## config.mk

```make
export PLATFORM = sky130hd
export DESIGN_NAME = t1_rx_perf_monitor
export DESIGN_NICKNAME = d
export VERILOG_FILES = /design/src/logic/t1_rx_perf_pkg.sv /design/src/logic/t1_rx_perf_monitor.sv
export SDC_FILE = /design/constraint.sdc
export NUM_CORES = 1
export LEC_CHECK = 0
export BUFFER_PORTS_ARGS = -buffer_cell sky130_fd_sc_hd__buf_2
export CORE_MARGIN = 5
export CORE_UTILIZATION = 59
export DETAILED_ROUTE_END_ITERATION = 8
export PLACE_DENSITY = 0.8
export SETUP_SLACK_MARGIN = 0.02
export SYNTH_ARGS = -nofsm -noshare
export SYNTH_HDL_FRONTEND = slang
export SYNTH_SLANG_ARGS = --single-unit
```

## constraint.sdc

```tcl
create_clock -name clk -period 4.65 [get_ports clk]
set_input_delay 0.6975 -clock clk [delete_from_list [all_inputs] [get_ports clk]]
set_output_delay 0.6975 -clock clk [all_outputs]
set_load 0.005 [all_outputs]
```

## src/logic/t1_rx_perf_pkg.sv

```systemverilog
// constants and carriers for the receive performance monitor
package t1_rx_perf_pkg;
    // register offsets
    localparam logic [7:0] ADDR_LCV_HIGH   = 8'h50;
    localparam logic [7:0] ADDR_LCV_LOW    = 8'h51;
    localparam logic [7:0] ADDR_ERR_CFG    = 8'h86;
    localparam logic [7:0] ADDR_EVT_STATUS = 8'h96;
    localparam logic [7:0] ADDR_EVT_MASK   = 8'hA6;
    localparam logic [7:0] REG_RESET       = 8'h00;
    // event bit positions
    localparam int EVT_CODE_DET   = 0;
    localparam int EVT_CODE_CLR   = 1;
    localparam int EVT_LINK_FULL  = 2;
    localparam int EVT_FS_ALIGN   = 3;
    localparam int EVT_AIS_CI     = 4;
    localparam int EVT_REMOTE_CI  = 5;
    localparam int EVT_COUNT      = 6;
    // configuration bit positions
    localparam int CFG_EXCESS_ZERO  = 0;
    localparam int CFG_OOS_SELECT   = 1;
    localparam int CFG_FS_REPORT    = 2;
    localparam int CFG_ACCUM_MODE   = 3;
    localparam int CFG_INTERVAL     = 4;
    localparam int CFG_MANUAL_TRIG  = 5;
    localparam int CFG_MANUAL_SRC   = 6;
    localparam int CFG_SECOND_SRC   = 7;
    // timing
    localparam longint CLK_FREQ_HZ    = 50_000_000;
    localparam longint ONE_SECOND_MS  = 1000;
    localparam int SECOND_CYCLES =
        int'(CLK_FREQ_HZ * ONE_SECOND_MS / 1000);
    localparam longint MANUAL_WAIT_US = 250;
    localparam int MANUAL_WAIT_CYCLES =
        int'((CLK_FREQ_HZ * MANUAL_WAIT_US + 999_999) / 1_000_000);
    localparam int SHORT_T1_US = 42000;
    localparam int SHORT_E1_US = 62500;
    localparam logic [8:0] FRAMES_T1_SHORT = 9'd336;
    localparam logic [8:0] FRAMES_E1_SHORT = 9'd500;
    // excessive-zero run lengths
    localparam logic [4:0] ZERO_RUN_PLAIN = 5'd16;
    localparam logic [4:0] ZERO_RUN_B8ZS  = 5'd8;
    localparam logic [15:0] COUNT_MAX     = 16'hFFFF;
    localparam logic [2:0]  LINK_LAST_BIT = 3'h7;

    typedef enum logic {ACC_TIMED, ACC_MANUAL} accum_mode_t;

    // host parallel port request, one cycle per access
    typedef struct packed {
        logic [7:0] addr;
        logic [7:0] wrData;
        logic       wrEn;
        logic       rdEn;
    } host_req_t;

    // detector results feeding the event flags
    typedef struct packed {
        logic remoteAlarmCi;
        logic remoteAlarmPresent;
        logic esfFraming;
        logic aisCi;
        logic aisPresent;
        logic fsAlignFound;
        logic linkBitValid;
        logic linkBit;
        logic codeValid;
    } detect_in_t;

    // receive line information for the line-code counter
    typedef struct packed {
        logic bitStrobe;
        logic rxZero;
        logic bipolarViolation;
        logic b8zsCodeword;
        logic b8zsEnable;
        logic frameTick;
        logic e1Mode;
        logic receiveSyncLost;
    } line_in_t;
endpackage : t1_rx_perf_pkg

```

## src/logic/t1_rx_perf_monitor.sv

```systemverilog
// per-port receive event flags, error-count latching and line-code counter
`timescale 1ns/10ps
`default_nettype none
module t1_rx_perf_monitor
    import t1_rx_perf_pkg::*;
#(
    parameter int SECOND_COUNT = SECOND_CYCLES
) (
    // clock and reset
    input  wire logic       clk,
    input  wire logic       reset,
    // host parallel port
    input  wire host_req_t  hostReq,
    output logic [7:0]      rdData,
    // detectors and line
    input  wire detect_in_t detectIn,
    input  wire line_in_t   lineIn,
    // shared timing and global latch
    input  wire logic       firstPortSecond,
    input  wire logic       globalLatchTrigger,
    // status and control outputs
    output logic            irq,
    output logic            timerEvent,
    output logic            secondTick,
    output logic            counterLatch,
    output logic [7:0]      linkCaptureByte,
    output logic            fsErrorReportEnable,
    output logic            outOfSyncCountSelect
);

    logic [7:0]  errCfg;
    logic [5:0]  status;
    logic [5:0]  mask;
    logic [5:0]  setVec;
    logic [5:0]  clearVec;
    logic [7:0]  linkShift;
    logic [2:0]  linkCount;
    logic        linkFull;
    logic        codeValidPrev;
    logic [31:0] secondCount;
    logic        ownSecond;
    logic [8:0]  frameCount;
    logic [8:0]  frameLimit;
    logic        frameWrap;
    logic        intervalTick;
    logic        manualPrev;
    logic        globalPrev;
    logic        manualEdge;
    logic        latchReq;
    logic [4:0]  zeroRun;
    logic [4:0]  zeroLimit;
    logic        zeroEvent;
    logic        bpvEvent;
    logic [1:0]  lcvInc;
    logic [16:0] lcvSum;
    logic [15:0] lcvRunning;
    logic [15:0] lcvLatched;
    accum_mode_t accumMode;
    wire logic   wrCfg;
    wire logic   wrStatus;
    wire logic   wrMask;

    // host write decodes
    assign wrCfg    = hostReq.wrEn && hostReq.addr == ADDR_ERR_CFG;
    assign wrStatus = hostReq.wrEn && hostReq.addr == ADDR_EVT_STATUS;
    assign wrMask   = hostReq.wrEn && hostReq.addr == ADDR_EVT_MASK;
    assign accumMode = errCfg[CFG_ACCUM_MODE] ? ACC_MANUAL : ACC_TIMED;

    // configuration register, all fields plain read/write
    always_ff @(posedge clk or posedge reset) begin
        if (reset) begin
            errCfg <= REG_RESET;
        end else if (wrCfg) begin
            errCfg <= hostReq.wrData;
        end
    end

    // mask keeps only the six live positions; upper bits unused
    always_ff @(posedge clk or posedge reset) begin
        if (reset) begin
            mask <= REG_RESET[5:0];
        end else if (wrMask) begin
            mask <= hostReq.wrData[5:0];
        end
    end

    // capture shifter for the facility data link, msb first
    always_ff @(posedge clk or posedge reset) begin
        if (reset) begin
            linkShift       <= REG_RESET;
            linkCount       <= 3'h0;
            linkCaptureByte <= REG_RESET;
        end else if (detectIn.linkBitValid) begin
            linkShift <= {linkShift[6:0], detectIn.linkBit};
            linkCount <= linkCount + 3'h1;
            if (linkCount == LINK_LAST_BIT) begin
                linkCaptureByte <= {linkShift[6:0], detectIn.linkBit};
            end
        end
    end
    assign linkFull = detectIn.linkBitValid && linkCount == LINK_LAST_BIT;

    // code-valid history for detect and clear edges
    always_ff @(posedge clk or posedge reset) begin
        if (reset) begin
            codeValidPrev <= 1'b0;
        end else begin
            codeValidPrev <= detectIn.codeValid;
        end
    end

    // event sources; the CI flags are gated by their alarm conditions
    always_comb begin
        setVec = '0;
        setVec[EVT_REMOTE_CI] = detectIn.remoteAlarmCi
            && detectIn.esfFraming && detectIn.remoteAlarmPresent;
        setVec[EVT_AIS_CI] = detectIn.aisCi && detectIn.aisPresent;
        setVec[EVT_FS_ALIGN]  = detectIn.fsAlignFound;
        setVec[EVT_LINK_FULL] = linkFull;
        setVec[EVT_CODE_CLR]  = codeValidPrev && !detectIn.codeValid;
        setVec[EVT_CODE_DET]  = !codeValidPrev && detectIn.codeValid;
    end
    assign clearVec = wrStatus ? hostReq.wrData[5:0] : 6'h00;

    // sticky flags, write one to clear; a new event beats the clear
    always_ff @(posedge clk or posedge reset) begin
        if (reset) begin
            status <= REG_RESET[5:0];
        end else begin
            status <= (status & ~clearVec) | setVec;
        end
    end

    // interrupt from any unmasked flag
    always_ff @(posedge clk or posedge reset) begin
        if (reset) begin
            irq <= 1'b0;
        end else begin
            irq <= |(status & mask);
        end
    end

    // own one-second timer from the system clock
    always_ff @(posedge clk or posedge reset) begin
        if (reset) begin
            secondCount <= 32'h0;
        end else if (ownSecond) begin
            secondCount <= 32'h0;
        end else begin
            secondCount <= secondCount + 32'h1;
        end
    end
    assign ownSecond = secondCount == 32'(SECOND_COUNT - 1);

    // short interval counted in frames: 336 for T1, 500 for E1
    assign frameLimit = lineIn.e1Mode ? FRAMES_E1_SHORT
                                      : FRAMES_T1_SHORT;
    assign frameWrap = lineIn.frameTick && frameCount == frameLimit - 9'h1;
    always_ff @(posedge clk or posedge reset) begin
        if (reset) begin
            frameCount <= 9'h0;
        end else if (frameWrap) begin
            frameCount <= 9'h0;
        end else if (lineIn.frameTick) begin
            frameCount <= frameCount + 9'h1;
        end
    end

    // interval tick: short frames period or the chosen one-second source
    always_comb begin
        if (errCfg[CFG_INTERVAL]) begin
            intervalTick = frameWrap;
        end else if (errCfg[CFG_SECOND_SRC]) begin
            intervalTick = firstPortSecond;
        end else begin
            intervalTick = ownSecond;
        end
    end

    // trigger histories for the manual edge detectors
    always_ff @(posedge clk or posedge reset) begin
        if (reset) begin
            manualPrev <= 1'b0;
            globalPrev <= 1'b0;
        end else begin
            manualPrev <= errCfg[CFG_MANUAL_TRIG];
            globalPrev <= globalLatchTrigger;
        end
    end

    // manual edge from per-port bit or global bit
    assign manualEdge = errCfg[CFG_MANUAL_SRC]
        ? (globalLatchTrigger && !globalPrev)
        : (errCfg[CFG_MANUAL_TRIG] && !manualPrev);

    // latch request by accumulation mode
    always_comb begin
        case (accumMode)
            ACC_TIMED:  latchReq = intervalTick;
            ACC_MANUAL: latchReq = manualEdge;
            default:    latchReq = 1'b0;
        endcase
    end

    // latch strobe lands one cycle after the request
    always_ff @(posedge clk or posedge reset) begin
        if (reset) begin
            counterLatch <= 1'b0;
            timerEvent   <= 1'b0;
            secondTick   <= 1'b0;
        end else begin
            counterLatch <= latchReq;
            timerEvent   <= intervalTick;
            secondTick   <= ownSecond;
        end
    end

    // counting options passed to the framing counters
    always_ff @(posedge clk or posedge reset) begin
        if (reset) begin
            fsErrorReportEnable  <= 1'b0;
            outOfSyncCountSelect <= 1'b0;
        end else begin
            fsErrorReportEnable  <= errCfg[CFG_FS_REPORT];
            outOfSyncCountSelect <= errCfg[CFG_OOS_SELECT];
        end
    end

    // zero-run length: 8 with B8ZS, 16 without
    assign zeroLimit = lineIn.b8zsEnable ? ZERO_RUN_B8ZS
                                         : ZERO_RUN_PLAIN;
    assign zeroEvent = errCfg[CFG_EXCESS_ZERO] && lineIn.bitStrobe
        && lineIn.rxZero && zeroRun == zeroLimit - 5'h1;

    // each complete run counts once, then the run restarts
    always_ff @(posedge clk or posedge reset) begin
        if (reset) begin
            zeroRun <= 5'h0;
        end else if (lineIn.bitStrobe) begin
            if (!lineIn.rxZero || zeroRun == zeroLimit - 5'h1) begin
                zeroRun <= 5'h0;
            end else begin
                zeroRun <= zeroRun + 5'h1;
            end
        end
    end

    // codewords are legal substitutions when B8ZS is on
    assign bpvEvent = lineIn.bitStrobe && lineIn.bipolarViolation
        && !(lineIn.b8zsEnable && lineIn.b8zsCodeword);
    assign lcvInc = {1'b0, bpvEvent} + {1'b0, zeroEvent};
    assign lcvSum = {1'b0, lcvRunning} + {15'h0, lcvInc};

    // running counter never gated by sync loss; saturates at full scale
    always_ff @(posedge clk or posedge reset) begin
        if (reset) begin
            lcvRunning <= 16'h0;
        end else if (counterLatch) begin
            lcvRunning <= {14'h0, lcvInc};
        end else if (lcvSum[16]) begin
            lcvRunning <= COUNT_MAX;
        end else begin
            lcvRunning <= lcvSum[15:0];
        end
    end

    // both bytes copied together so a split read stays coherent
    always_ff @(posedge clk or posedge reset) begin
        if (reset) begin
            lcvLatched <= 16'h0;
        end else if (counterLatch) begin
            lcvLatched <= lcvRunning;
        end
    end

    // registered read data, unmapped offsets read zero
    always_ff @(posedge clk or posedge reset) begin
        if (reset) begin
            rdData <= REG_RESET;
        end else if (hostReq.rdEn) begin
            case (hostReq.addr)
                ADDR_LCV_HIGH:   rdData <= lcvLatched[15:8];
                ADDR_LCV_LOW:    rdData <= lcvLatched[7:0];
                ADDR_ERR_CFG:    rdData <= errCfg;
                ADDR_EVT_STATUS: rdData <= {2'b00, status};
                ADDR_EVT_MASK:   rdData <= {2'b00, mask};
                default:         rdData <= REG_RESET;
            endcase
        end
    end
endmodule : t1_rx_perf_monitor
`default_nettype wire

```

* Word-level counts from Yosys, hierarchy flattened *
Cells that the tools add are included.
Widths: inputs -> output; s select.

storage, ports and cells
  logic and storage cells = 86
  output and inout port bits = 22
  bits of input ports = 39
  bits in registers = 133

operators by class
  equality and inequality tests = 9
  bitwise operators = 5
  add/subtract/negate cells = 8
  reduce and logical (&&, ||, !) cells = 28
  multiplexer cells = 15

operator list
  kind                   count
  $pmux 8 s5             1
  $add 32x1->32 const B  1
  $eq 32x26->1 const B   1
  $mux 16                2
  $mux 32                1
  $eq 8x8->1 const B     3
  $logic_and 1x1->1      18
  $mux 9                 2
  $add 16x2->17          1
  $eq 8x7->1 const B     2
  $and 6x6->6            2
  $mux 5                 2
  $add 9x1->9 const B    1
  $eq 9x9->1             1
  $sub 9x1->9 const B    1
  $mux 8                 1
  $logic_not 1->1        6
  $mux 6                 1
  $not 6->6              1
  $or 6x6->6             1
  $reduce_or 6->1        1
  $add 5x1->5 const B    1
  $eq 5x5->1             1
  $sub 5x1->5 const B    1
  9 further kinds        12

* Longest topological paths before layout *
Gate-level depths: netlist of the first run.

  depth in word-level cells = 8
  mapped depth = 12
  gate-level depth less buffers = 12

* Worst setup path before layout of the first run *
OpenSTA, ideal clock, no wires.

  kind = input-to-reg
  from = input lineIn[3] in the netlist's numbering
  to = register lcvRunning[2]
  cell stages on the path = 11
  path buffers = 1
  path slack = 1.759 ns
  library setup time = 0.078 ns
  data required time = 4.572 ns
  arrival = 2.813 ns
  path through = xnor2_1 -> nor3_1 -> and4_1 -> ha_1 -> ha_1 -> inv_1 -> fa_1 -> nor3_2 -> nand3_1 -> clkbuf_1 -> a21oi_1

on the way
  longest elaborated chain between the ends = 8
  elaborated cells on any way between the ends = 11
  classes of those cells = add/sub (3); eq/ne (1); mux (3); reduce/logical (4)

ends and longest elaborated chain
  item                  RTL line                   RTL
  start, declared       t1_rx_perf_monitor.sv:17   input wire line_in_t lineIn,
  $mux 5                t1_rx_perf_monitor.sv:230  assign zeroLimit = lineIn.b8zsEnable ? ZERO_RUN_B8ZS
  $sub 5x1->5           t1_rx_perf_monitor.sv:233  && lineIn.rxZero && zeroRun == zeroLimit - 5'h1;
  $eq 5x5->1            t1_rx_perf_monitor.sv:233
  $logic_and 1x1->1     t1_rx_perf_monitor.sv:233
  $add 1x1->2 *         t1_rx_perf_monitor.sv:251  assign lcvInc = {1'b0, bpvEvent} + {1'b0, zeroEvent};
  $add 16x2->17 *       t1_rx_perf_monitor.sv:252  assign lcvSum = {1'b0, lcvRunning} + {15'h0, lcvInc};
  $mux 16 *             t1_rx_perf_monitor.sv:260  end else if (lcvSum[16]) begin
  $mux 16 *             t1_rx_perf_monitor.sv:258  end else if (counterLatch) begin
  end signal, assigned  t1_rx_perf_monitor.sv:259  lcvRunning <= {14'h0, lcvInc};
  end signal, assigned  t1_rx_perf_monitor.sv:263  lcvRunning <= lcvSum[15:0];
  end, declared         t1_rx_perf_monitor.sv:56   logic [15:0] lcvRunning;

Every way passes the cells marked *; elsewhere a longest branch is shown, timed or not.
A chain may end at the register's enable or synchronous reset.

* Worst setup path in the final report of the first run *
  from = register zeroRun[0]
  to = register lcvRunning[2]

on the way
  longest elaborated chain between the ends = 6

ends and longest elaborated chain
  item                    RTL line                   RTL
  start, declared         t1_rx_perf_monitor.sv:50   logic [4:0] zeroRun;
  start signal, assigned  t1_rx_perf_monitor.sv:243  zeroRun <= zeroRun + 5'h1;
  $eq 5x5->1              t1_rx_perf_monitor.sv:233
  $logic_and 1x1->1       t1_rx_perf_monitor.sv:233
  $add 1x1->2             t1_rx_perf_monitor.sv:251
  $add 16x2->17           t1_rx_perf_monitor.sv:252
  $mux 16                 t1_rx_perf_monitor.sv:260
  $mux 16                 t1_rx_perf_monitor.sv:258

No other way between the ends.

==> metrics.txt, run 1 <==
largest net degree at the start of global routing=76; CTS Buffer Depth=2; Core ar.=10300 sq um; synth unique cells=58; htree depth=4; Post-Place Cells=729; maximum vdd drop=442 uV; CTS Root Buffer Type=clkbuf_8; Synth top area share=53.6%; fin. max-slew vios=0; total congestion overflow=0; Slew @ Worst Pin=0.880 ns; Synth area leaders=dfrtp_1, mux2_2, xor2_1; clock skew=0.00543 ns; post-route ant nets=0; Net count, final=660; clock insertion delay at the later pin of the skew report=0.52 ns; relative slew slack=41.3%; layout cells sized above 1=24.8%; Post-Syn Instances=551; Std-Cell Rows=37; pwr dens=449 nW/um^2; Fmax achieved=289 MHz; Main synth FF type=dfrtp_1; syn avg cell area=11.3 sq um; unrepaired setup endpoints after global routing=no; FFs w/ async S/R, synth=100%; vias in the first global route=4589; FF/Latch Area=3330 sq um; Seq/Total Area, Yosys=53.6%; DR vias/cell=5.86; Tightest Hold Check Type=input port to flop; post-synth top area cell=dfrtp_1; yosys warns=0; Vert. Die Dim=113 microns; DIE AREA=12700 sq um; CTS tree=done; routed wire length=13100 microns; final setup fails=0; worst hold margin=0.299 ns; effective utilization at floorplan=60.4%; Hold Buf Count CTS=0; Via Count=4460; antenna fix cells=0; 1st-pass router iterations=5; antenna violations before repair=1; Hold Fails Final Rpt=0; met3 Use GR=6.42%; Syn-to-layout area delta=17.0%; Setup CP Type=flop to flop; number of max-cap violations=0; Residual DRC=0; most numerous cell in the Yosys netlist=dfrtp_1; WP data required=5.08 ns; status=complete, no violations; number of port buffers=59; Place WS=1.06 ns; GR peak layer=met2; startpoint type of the worst setup path=flop; M2 GR Usage=34.9%; CTS resizes=0; Pleak=3.40 nW; first-pass GRT wire length=22200 microns; final period utilization=74.4%; post-CTS setup repair buffer count=0; Total Neg Setup Slack=0 ns; FILL cells=728; Routed WL per cell=17.2 microns; Sink Count=133; Crit Path Max Fanout=12; Tmin final=3.46 ns; GRT met1 Usage=27.3%; GP Congestion=0.830; cts bufs inserted=17; Post-synth EDFFs=0; final setup margin=1.19 ns; die width=113 microns; Multi-input gate area=2720 sq um; mapped cell area=6210 sq um; Yosys reg bits=133; Reg clk slew, reported paths=0.06 ns; CP arrival=3.89 ns; CP endpoint kind=flop; drt initial violations=343; Ports=61; Synthesized Nets=599; hpwl dp=8840 microns; final instance count without filler cells=761; overall routing resource usage=21.7%; top post-synthesis cells by count=dfrtp_1, nor2_1, mux2_2, nand2_1, a21oi_1
## cell families (layout without fill, tap and decap cells)
family / after synthesis / after routing / share of synthesized area, %
buf+inv: 39 / 113 / 2.60
compound gates: 71 / 71 / 7.02
fa+ha+maj: 9 / 9 / 1.94
mux: 64 / 64 / 11.3
flops: 133 / 133 / 53.6
simple gates: 189 / 189 / 17.1
xor+xnor: 46 / 46 / 6.49
## worst paths after layout
path,from,endpoint,slack (ns),depth (start not counted)
worst min register to register,errCfg[1]$_DFFE_PP0P_,outOfSyncCountSelect$_DFF_PP0_,0.40,0
worst max register to register,zeroRun[0]$_DFFE_PP0P_,lcvRunning[2]$_DFF_PP0_,1.19,11
max in group asynchronous,reset,zeroRun[4]$_DFFE_PP0P_,3.26,3
min in group asynchronous,reset,secondCount[31]$_DFF_PP0_,0.37,2
worst max-delay path,zeroRun[0]$_DFFE_PP0P_,lcvRunning[2]$_DFF_PP0_,1.19,11
worst min-delay path,globalLatchTrigger,globalPrev$_DFF_PP0_,0.30,1
## report_power, final
| group | internal [mW] | switching [mW] |
|---|---|---|
| Combinational | 0.201 | 0.175 |
| Clock | 0.993 | 0.470 |
| Sequential | 1.31 | 0.115 |
## per-stage QoR
step / util (%) / area [sq um] / power (mW)
after detailed placement: 64.3 / 6610 / 1.82
after floorplan: - / 6210 / 1.67
after global placement: 64.3 / 6610 / 1.78
after CTS: 70.7 / 7260 / 3.29
final: 70.7 / 7260 / 3.26
after global routing: 70.7 / 7260 / 3.41
## state kept, by name (all words and copies together), names as in the netlist, 3 cells and up
name / flops
frameCount: 9
mask: 6
rdData: 8
lcvLatched: 16
linkCaptureByte: 8
zeroRun: 5
lcvRunning: 16
secondCount: 32
status: 6
errCfg: 8
linkShift: 7
linkCount: 3
## metal layers
metal / wire length, microns / vias up
met5: 13 / -
met4: 323 / 2
met3: 763 / 34
met2: 6310 / 150
met1: 5700 / 2204
li1: - / 2070
## worst max-delay path, stage by stage (launching register included)
cell and delay, ns:
dfrtp_1 0.38, ha_1 0.20, nand2_1 0.10, nor3_1 0.31, and4_1 0.25, ha_1 0.17
ha_1 0.18, inv_1 0.06, fa_1 0.47, nor3_2 0.41, nand3_1 0.52, a21oi_1 0.31
## cells in the final DEF, fill, tap and decap left out, types with 3 or more instances in the layout
| cell type | count |
|---|---|
| nor4_1 | 3 |
| mux2i_1 | 17 |
| nor2_1 | 54 |
| nand4bb_1 | 3 |
| buf_2 | 59 |
| ha_1 | 8 |
| xnor2_1 | 22 |
| mux2_2 | 47 |
| nand2_1 | 42 |
| o21ai_0 | 14 |
| inv_1 | 18 |
| dfrtp_1 | 133 |
| a22o_1 | 4 |
| clkbuf_16 | 16 |
| clkbuf_8 | 6 |
| nand3_1 | 20 |
| o22ai_1 | 5 |
| a31oi_1 | 4 |
| nor2b_1 | 3 |
| nor4b_1 | 3 |
| bufinv_16 | 5 |
| nor3_1 | 7 |
| xor2_1 | 24 |
| and3_1 | 11 |
| buf_4 | 3 |
| and4_1 | 3 |
| clkinv_2 | 4 |
| a22oi_1 | 4 |
| a21oi_1 | 27 |
| nand4_1 | 13 |
## cell type report
class	count	share of cell area, %
clock inverters	9	2.34
repair buffers	62	4.38
well taps	136	2.34
flip-flops and latches	133	45.8
clock buffers	23	6.70
multi-input cells	379	37.4
inverters	19	1.02
(Power assumes the default switching activity.)
==> run 2: changes to the inputs <==
--- a/config.mk
+++ b/config.mk
@@ -5,9 +5,10 @@
 export SDC_FILE = /design/constraint.sdc
 export NUM_CORES = 1
 export LEC_CHECK = 0
+export ABC_AREA = 1
 export BUFFER_PORTS_ARGS = -buffer_cell sky130_fd_sc_hd__buf_2
 export CORE_MARGIN = 5
-export CORE_UTILIZATION = 59
+export CORE_UTILIZATION = 60
 export DETAILED_ROUTE_END_ITERATION = 8
 export PLACE_DENSITY = 0.8
 export SETUP_SLACK_MARGIN = 0.02
==> constraint.sdc (replaced) <==
create_clock -name clk -period 3.2 [get_ports clk]
set_input_delay 0.48 -clock clk [delete_from_list [all_inputs] [get_ports clk]]
set_output_delay 0.48 -clock clk [all_outputs]
set_load 0.005 [all_outputs]
==> metrics.txt, run 2 <==
status=complete, no violations (unchanged); DIE AREA=13400 sq um (was 12700 sq um); startpoint type of the worst setup path=flop (unchanged); Crit Path Max Fanout=9 (was 12); CTS Root Buffer Type=clkbuf_16 (was clkbuf_8); Seq/Total Area, Yosys=49.4% (was 53.6%); relative slew slack=33.0% (was 41.3%); Post-Syn Instances=824 (was 551); hpwl dp=11100 microns (was 8840 microns); final setup margin=0.346 ns (was 1.19 ns); mapped cell area=6730 sq um (was 6210 sq um); FFs w/ async S/R, synth=100% (unchanged); largest register by flop count=secondCount (unchanged); Reg clk slew, reported paths=0.06 ns (about the same); clock skew=0.00803 ns (was 0.00543 ns); Slew @ Worst Pin=1.00 ns (was 0.880 ns); Vert. Die Dim=116 microns (was 113 microns); CP delay by family, top=adder cells (was simple AND/OR/NAND/NOR gates); drt initial violations=497 (was 343); clock insertion delay at the later pin of the skew report=0.43 ns (was 0.52 ns); Routed WL per cell=15.0 microns (was 17.2 microns); Place WS=0.339 ns (was 1.06 ns); number of max-cap violations=0 (unchanged); Largest regs=secondCount: 32 flops, lcvLatched: 16 flops, lcvRunning: 16 flops (unchanged); most numerous cell in the Yosys netlist=nand2_1 (was dfrtp_1); CP arrival=3.19 ns (was 3.89 ns); DR vias/cell=5.37 (was 5.86); Synth area leaders=dfrtp_1, nand2_1, inv_1 (was dfrtp_1, mux2_2, xor2_1); total congestion overflow=0 (unchanged); CP endpoint kind=flop (unchanged); fin util=71.4% (was 70.7%); pwr dens=573 nW/um^2 (was 449 nW/um^2); Pleak=3.84 nW (was 3.40 nW); final period utilization=89.2% (was 74.4%); antenna fix cells=0 (unchanged); layout cells sized above 1=16.0% (was 24.8%); most common cell after layout, fill and taps aside=nand2_1 (was dfrtp_1); worst path bufs/invs=1 (unchanged); Synthesized Nets=872 (was 599); vias in the first global route=5756 (was 4589); overall routing resource usage=25.7% (was 21.7%); Multi-input gate area=2900 sq um (was 2720 sq um); maximum vdd drop=530 uV (was 442 uV); effective utilization at floorplan=61.6% (was 60.4%); Via Count=5603 (was 4460); Tmin final=2.85 ns (was 3.46 ns); Residual DRC=0 (unchanged); post-synth top area cell=dfrtp_1 (unchanged); CTS Buffer Depth=2 (unchanged); syn avg cell area=8.17 sq um (was 11.3 sq um); Setup CP Type=flop to flop (unchanged); yosys warns=0 (unchanged); cts bufs inserted=17 (unchanged); Fmax achieved=350 MHz (was 289 MHz); CTS resizes=0 (unchanged); final setup fails=0 (unchanged); synth unique cells=43 (was 58); FILL cells=821 (was 728); Synth top area share=49.4% (was 53.6%); crit-path max cell delay=0.42 ns (was 0.52 ns); Tightest Hold Check Type=input port to flop (unchanged); fin. max-slew vios=0 (unchanged); Ports=61 (unchanged); post-CTS setup repair buffer count=0 (unchanged); Syn-to-layout area delta=16.1% (was 17.0%); CTS tree=done (unchanged); Hold Buf Count CTS=0 (unchanged); GP Congestion=0.934 (was 0.830); unrepaired setup endpoints after global routing=no (unchanged); Total Neg Setup Slack=0 ns (unchanged); CP max stage cell=dfrtp_1 (was nand3_1); final instance count without filler cells=1044 (was 761); Post-synth EDFFs=0 (unchanged); 1st-pass router iterations=5 (unchanged); number of port buffers=59 (unchanged); Std-Cell Rows=38 (was 37); Main synth FF type=dfrtp_1 (unchanged); first-pass GRT wire length=27100 microns (was 22200 microns); Core ar.=10900 sq um (was 10300 sq um); Net count, final=939 (was 660); post-route ant nets=0 (unchanged); routed wire length=15600 microns (was 13100 microns); Hold Fails Final Rpt=0 (unchanged); die width=116 microns (was 113 microns); Post-Place Cells=1012 (was 729); top post-synthesis cells by count=nand2_1, dfrtp_1, inv_1, nor2_1, nand3_1 (was dfrtp_1, nor2_1, mux2_2, nand2_1, a21oi_1); Sink Count=133 (unchanged); largest net degree at the start of global routing=48 (was 76); crit-path most repeated cell=ha_1 (unchanged); Largest register FFs=32 (unchanged); WP data required=3.54 ns (was 5.08 ns); Yosys reg bits=133 (unchanged); antenna violations before repair=0 (was 1); CP Cell Sequence=ha_1 > nand3_1 > nor2_1 > ha_1 > ha_1 > inv_1 > fa_1 > nand3b_1 > nor2_1 > nand3_1 > a21oi_1 (was ha_1 > nand2_1 > nor3_1 > and4_1 > ha_1 > ha_1 > inv_1 > fa_1 > nor3_2 > nand3_1 > a21oi_1); htree depth=4 (unchanged); commonest cells after routing, fill and taps aside=nand2_1, dfrtp_1, inv_1 (was dfrtp_1, buf_2, nor2_1); FF/Latch Area=3330 sq um (unchanged); worst hold margin=0.175 ns (was 0.299 ns)
## run 2: kinds of logic after synthesis
kind of cell             synth area share (%)
XOR/XNOR                                 4.68
adder cells (fa/ha/maj)                  1.78
multiplexers                            0.799
AND/OR/NAND/NOR                          28.1
AO/OA/AOI/OAI                            7.70
flip-flops                               49.4
buffers and inverters                    7.49
## run 2: per-layer routing
| metal | GRT usage [%] | up-vias | part of all wire, % | routed length [microns] |
|---|---|---|---|---|
| li1 | - | 2771 | - | - |
| met5 | 0 | - | 0 | 0 |
| met4 | 11.1 | 0 | 2.9 | 447 |
| met3 | 7.21 | 40 | 5.6 | 871 |
| met1 | 33.9 | 2625 | 43 | 6720 |
| met2 | 40.1 | 167 | 49 | 7590 |
## run 2: worst paths after layout
kind                                                   to  slack, ns                    from  cells past startpoint
setup / recovery                  lcvRunning[5]$_DFF_PP0_       0.35  zeroRun[0]$_DFFE_PP0P_                     11
hold / removal                    codeValidPrev$_DFF_PP0_       0.17             detectIn[0]                      1
setup reg to reg                  lcvRunning[5]$_DFF_PP0_       0.35  zeroRun[0]$_DFFE_PP0P_                     11
hold reg to reg            outOfSyncCountSelect$_DFF_PP0_       0.42   errCfg[1]$_DFFE_PP0P_                      0
max in group asynchronous       secondCount[30]$_DFF_PP0_       2.17                   reset                      3
min in group asynchronous   fsErrorReportEnable$_DFF_PP0_       0.27                   reset                      2
## run 2: layout make-up
type	count	share of cell area, %
sequential	133	42.6
clock buffer	18	5.49
tap	140	2.24
timing repair buffer	63	4.48
inverter	115	5.57
clock inverter	14	2.50
multi-input combinational	561	37.1
## run 2: power by group
| group | internal, mW | switching [mW] | total (mW) |
|---|---|---|---|
| sequential | 1.84 | 0.107 | 1.95 |
| clock | 1.31 | 0.762 | 2.07 |
| combinational | 0.191 | 0.262 | 0.453 |
| total | 3.34 | 1.13 | 4.47 |
## run 2: metrics by stage
stage | cell area (sq um) | power (mW)
floorplan | 6740 | 2.25
global placement | 7190 | 2.40
detailed placement | 7190 | 2.43
CTS | 7810 | 4.51
global route | 7810 | 4.68
finish | 7810 | 4.47
==> run 3: changes to the inputs <==
--- a/config.mk
+++ b/config.mk
@@ -7,10 +7,10 @@
 export LEC_CHECK = 0
 export ABC_AREA = 1
 export BUFFER_PORTS_ARGS = -buffer_cell sky130_fd_sc_hd__buf_2
-export CORE_MARGIN = 5
 export CORE_UTILIZATION = 60
 export DETAILED_ROUTE_END_ITERATION = 8
 export PLACE_DENSITY = 0.8
+export REMOVE_ABC_BUFFERS = 1
 export SETUP_SLACK_MARGIN = 0.02
 export SYNTH_ARGS = -nofsm -noshare
 export SYNTH_HDL_FRONTEND = slang
==> metrics.txt, run 3 (synthesized netlist as in run 2, its figures left out) <==
status=complete, no violations (unchanged); cts bufs inserted=17 (unchanged); GP Congestion=0.935 (was 0.934); drt initial violations=392 (was 497); Reg clk slew, reported paths=0.06 ns (about the same); vias in the first global route=5784 (was 5756); post-route ant nets=0 (unchanged); Sink Count=133 (unchanged); commonest cells after routing, fill and taps aside=nand2_1, dfrtp_1, inv_1 (unchanged); startpoint type of the worst setup path=flop (unchanged); Hold Buf Count CTS=0 (unchanged); layout cells sized above 1=16.2% (was 16.0%); Vert. Die Dim=108 microns (was 116 microns); 1st-pass router iterations=5 (unchanged); die width=108 microns (was 116 microns); number of port buffers=59 (unchanged); unrepaired setup endpoints after global routing=no (unchanged); most common cell after layout, fill and taps aside=nand2_1 (unchanged); Hold Fails Final Rpt=0 (unchanged); Pleak=3.85 nW (was 3.84 nW); Largest regs=secondCount: 32 flops, lcvLatched: 16 flops, lcvRunning: 16 flops (unchanged); Core ar.=10900 sq um (about the same); first-pass GRT wire length=26500 microns (was 27100 microns); maximum vdd drop=501 uV (was 530 uV); Std-Cell Rows=38 (unchanged); Ports=61 (unchanged); Fmax achieved=347 MHz (was 350 MHz); fin util=71.8% (was 71.4%); Slew @ Worst Pin=0.650 ns (was 1.00 ns); Largest register FFs=32 (unchanged); antenna violations before repair=0 (unchanged); Tmin final=2.88 ns (was 2.85 ns); Tightest Hold Check Type=input port to asynchronous set/reset pin (was input port to flop); total congestion overflow=0 (unchanged); antenna fix cells=0 (unchanged); final setup margin=0.315 ns (was 0.346 ns); Via Count=5761 (was 5603); Syn-to-layout area delta=16.1% (about the same); Crit Path Max Fanout=6 (was 9); CTS Buffer Depth=2 (unchanged); relative slew slack=56.7% (was 33.0%); final period utilization=90.1% (was 89.2%); clock skew=0.00881 ns (was 0.00803 ns); clock insertion delay at the later pin of the skew report=0.53 ns (was 0.43 ns); DR vias/cell=5.51 (was 5.37); DIE AREA=11600 sq um (was 13400 sq um); pwr dens=574 nW/um^2 (was 573 nW/um^2); CP endpoint kind=flop (unchanged); Setup CP Type=flop to flop (unchanged); largest register by flop count=secondCount (unchanged); final setup fails=0 (unchanged); overall routing resource usage=29.5% (was 25.7%); Place WS=0.381 ns (was 0.339 ns); largest net degree at the start of global routing=59 (was 48); fin. max-slew vios=0 (unchanged); routed wire length=15300 microns (was 15600 microns); CTS resizes=0 (unchanged); CTS tree=done (unchanged); Net count, final=940 (was 939); R2R Setup Slk=0.32 ns (was 0.35 ns); Residual DRC=0 (unchanged); htree depth=4 (unchanged); Routed WL per cell=14.6 microns (was 15.0 microns); post-CTS setup repair buffer count=0 (unchanged); CTS Root Buffer Type=clkbuf_8 (was clkbuf_16); CP arrival=3.36 ns (was 3.19 ns); hpwl dp=10800 microns (was 11100 microns); effective utilization at floorplan=61.8% (was 61.6%); number of max-cap violations=0 (unchanged); WP data required=3.67 ns (was 3.54 ns)
[run 3: report_power, final]
part           internal (mW)  switching (mW)  total, mW
sequential              1.84           0.114       1.95
combinational          0.189           0.270      0.459
clock                   1.32           0.753       2.07
[run 3: metrics by stage]
step	setup TNS, ns	cell area, sq um	hold slack (ns)	instances	power, mW
4_1_cts	0	7810	0.0627	1045	4.52
5_1_grt	0	7810	0.0675	1045	4.68
3_3_place_gp	0	7180	0.418	1013	2.40
2_1_floorplan	-110.98	6660	0.375	809	2.25
6_report	0	7810	0.0312	1045	4.49
3_5_place_dp	0	7180	0.422	1013	2.44
[run 3: critical path, cell delays in order, from the launching register on]
cell      delay [ns]
dfrtp_1         0.41
ha_1            0.26
nand3_1         0.15
nor2_1          0.07
ha_1            0.31
ha_1            0.18
inv_1           0.06
fa_1            0.43
nor2_2          0.20
nand2_1         0.14
nor2_1          0.13
nand4_2         0.20
nand3b_1        0.16
nand2_1         0.05
inv_1           0.05
[run 3: cell type report]
cell class / instances / area, sq um
well taps: 140 / 175
multi-input cells: 561 / 2900
clock buffers: 19 / 442
clock inverters: 13 / 190
fillers: 840 / 3070
flip-flops and latches: 133 / 3330
inverters: 115 / 434
repair buffers: 64 / 345
[run 3: path summary, 6_finish.rpt]
check,start,endpoint,depth (start not counted)
setup / recovery,zeroRun[0]$_DFFE_PP0P_,lcvRunning[14]$_DFF_PP0_,14
hold / removal,reset,linkCaptureByte[4]$_DFFE_PP0P_,2
setup reg to reg,zeroRun[0]$_DFFE_PP0P_,lcvRunning[14]$_DFF_PP0_,14
hold reg to reg,errCfg[1]$_DFFE_PP0P_,outOfSyncCountSelect$_DFF_PP0_,0
max in group asynchronous,reset,linkCaptureByte[6]$_DFFE_PP0P_,3
min in group clk,detectIn[0],codeValidPrev$_DFF_PP0_,1
[run 3: routing by layer]
layer,wire (microns),global-route usage (%),vias to the layer above
met3,872,6.30,24
met5,0,0,-
met1,6660,38.8,2781
li1,-,-,2771
met4,264,10.4,0
met2,7490,48.5,185
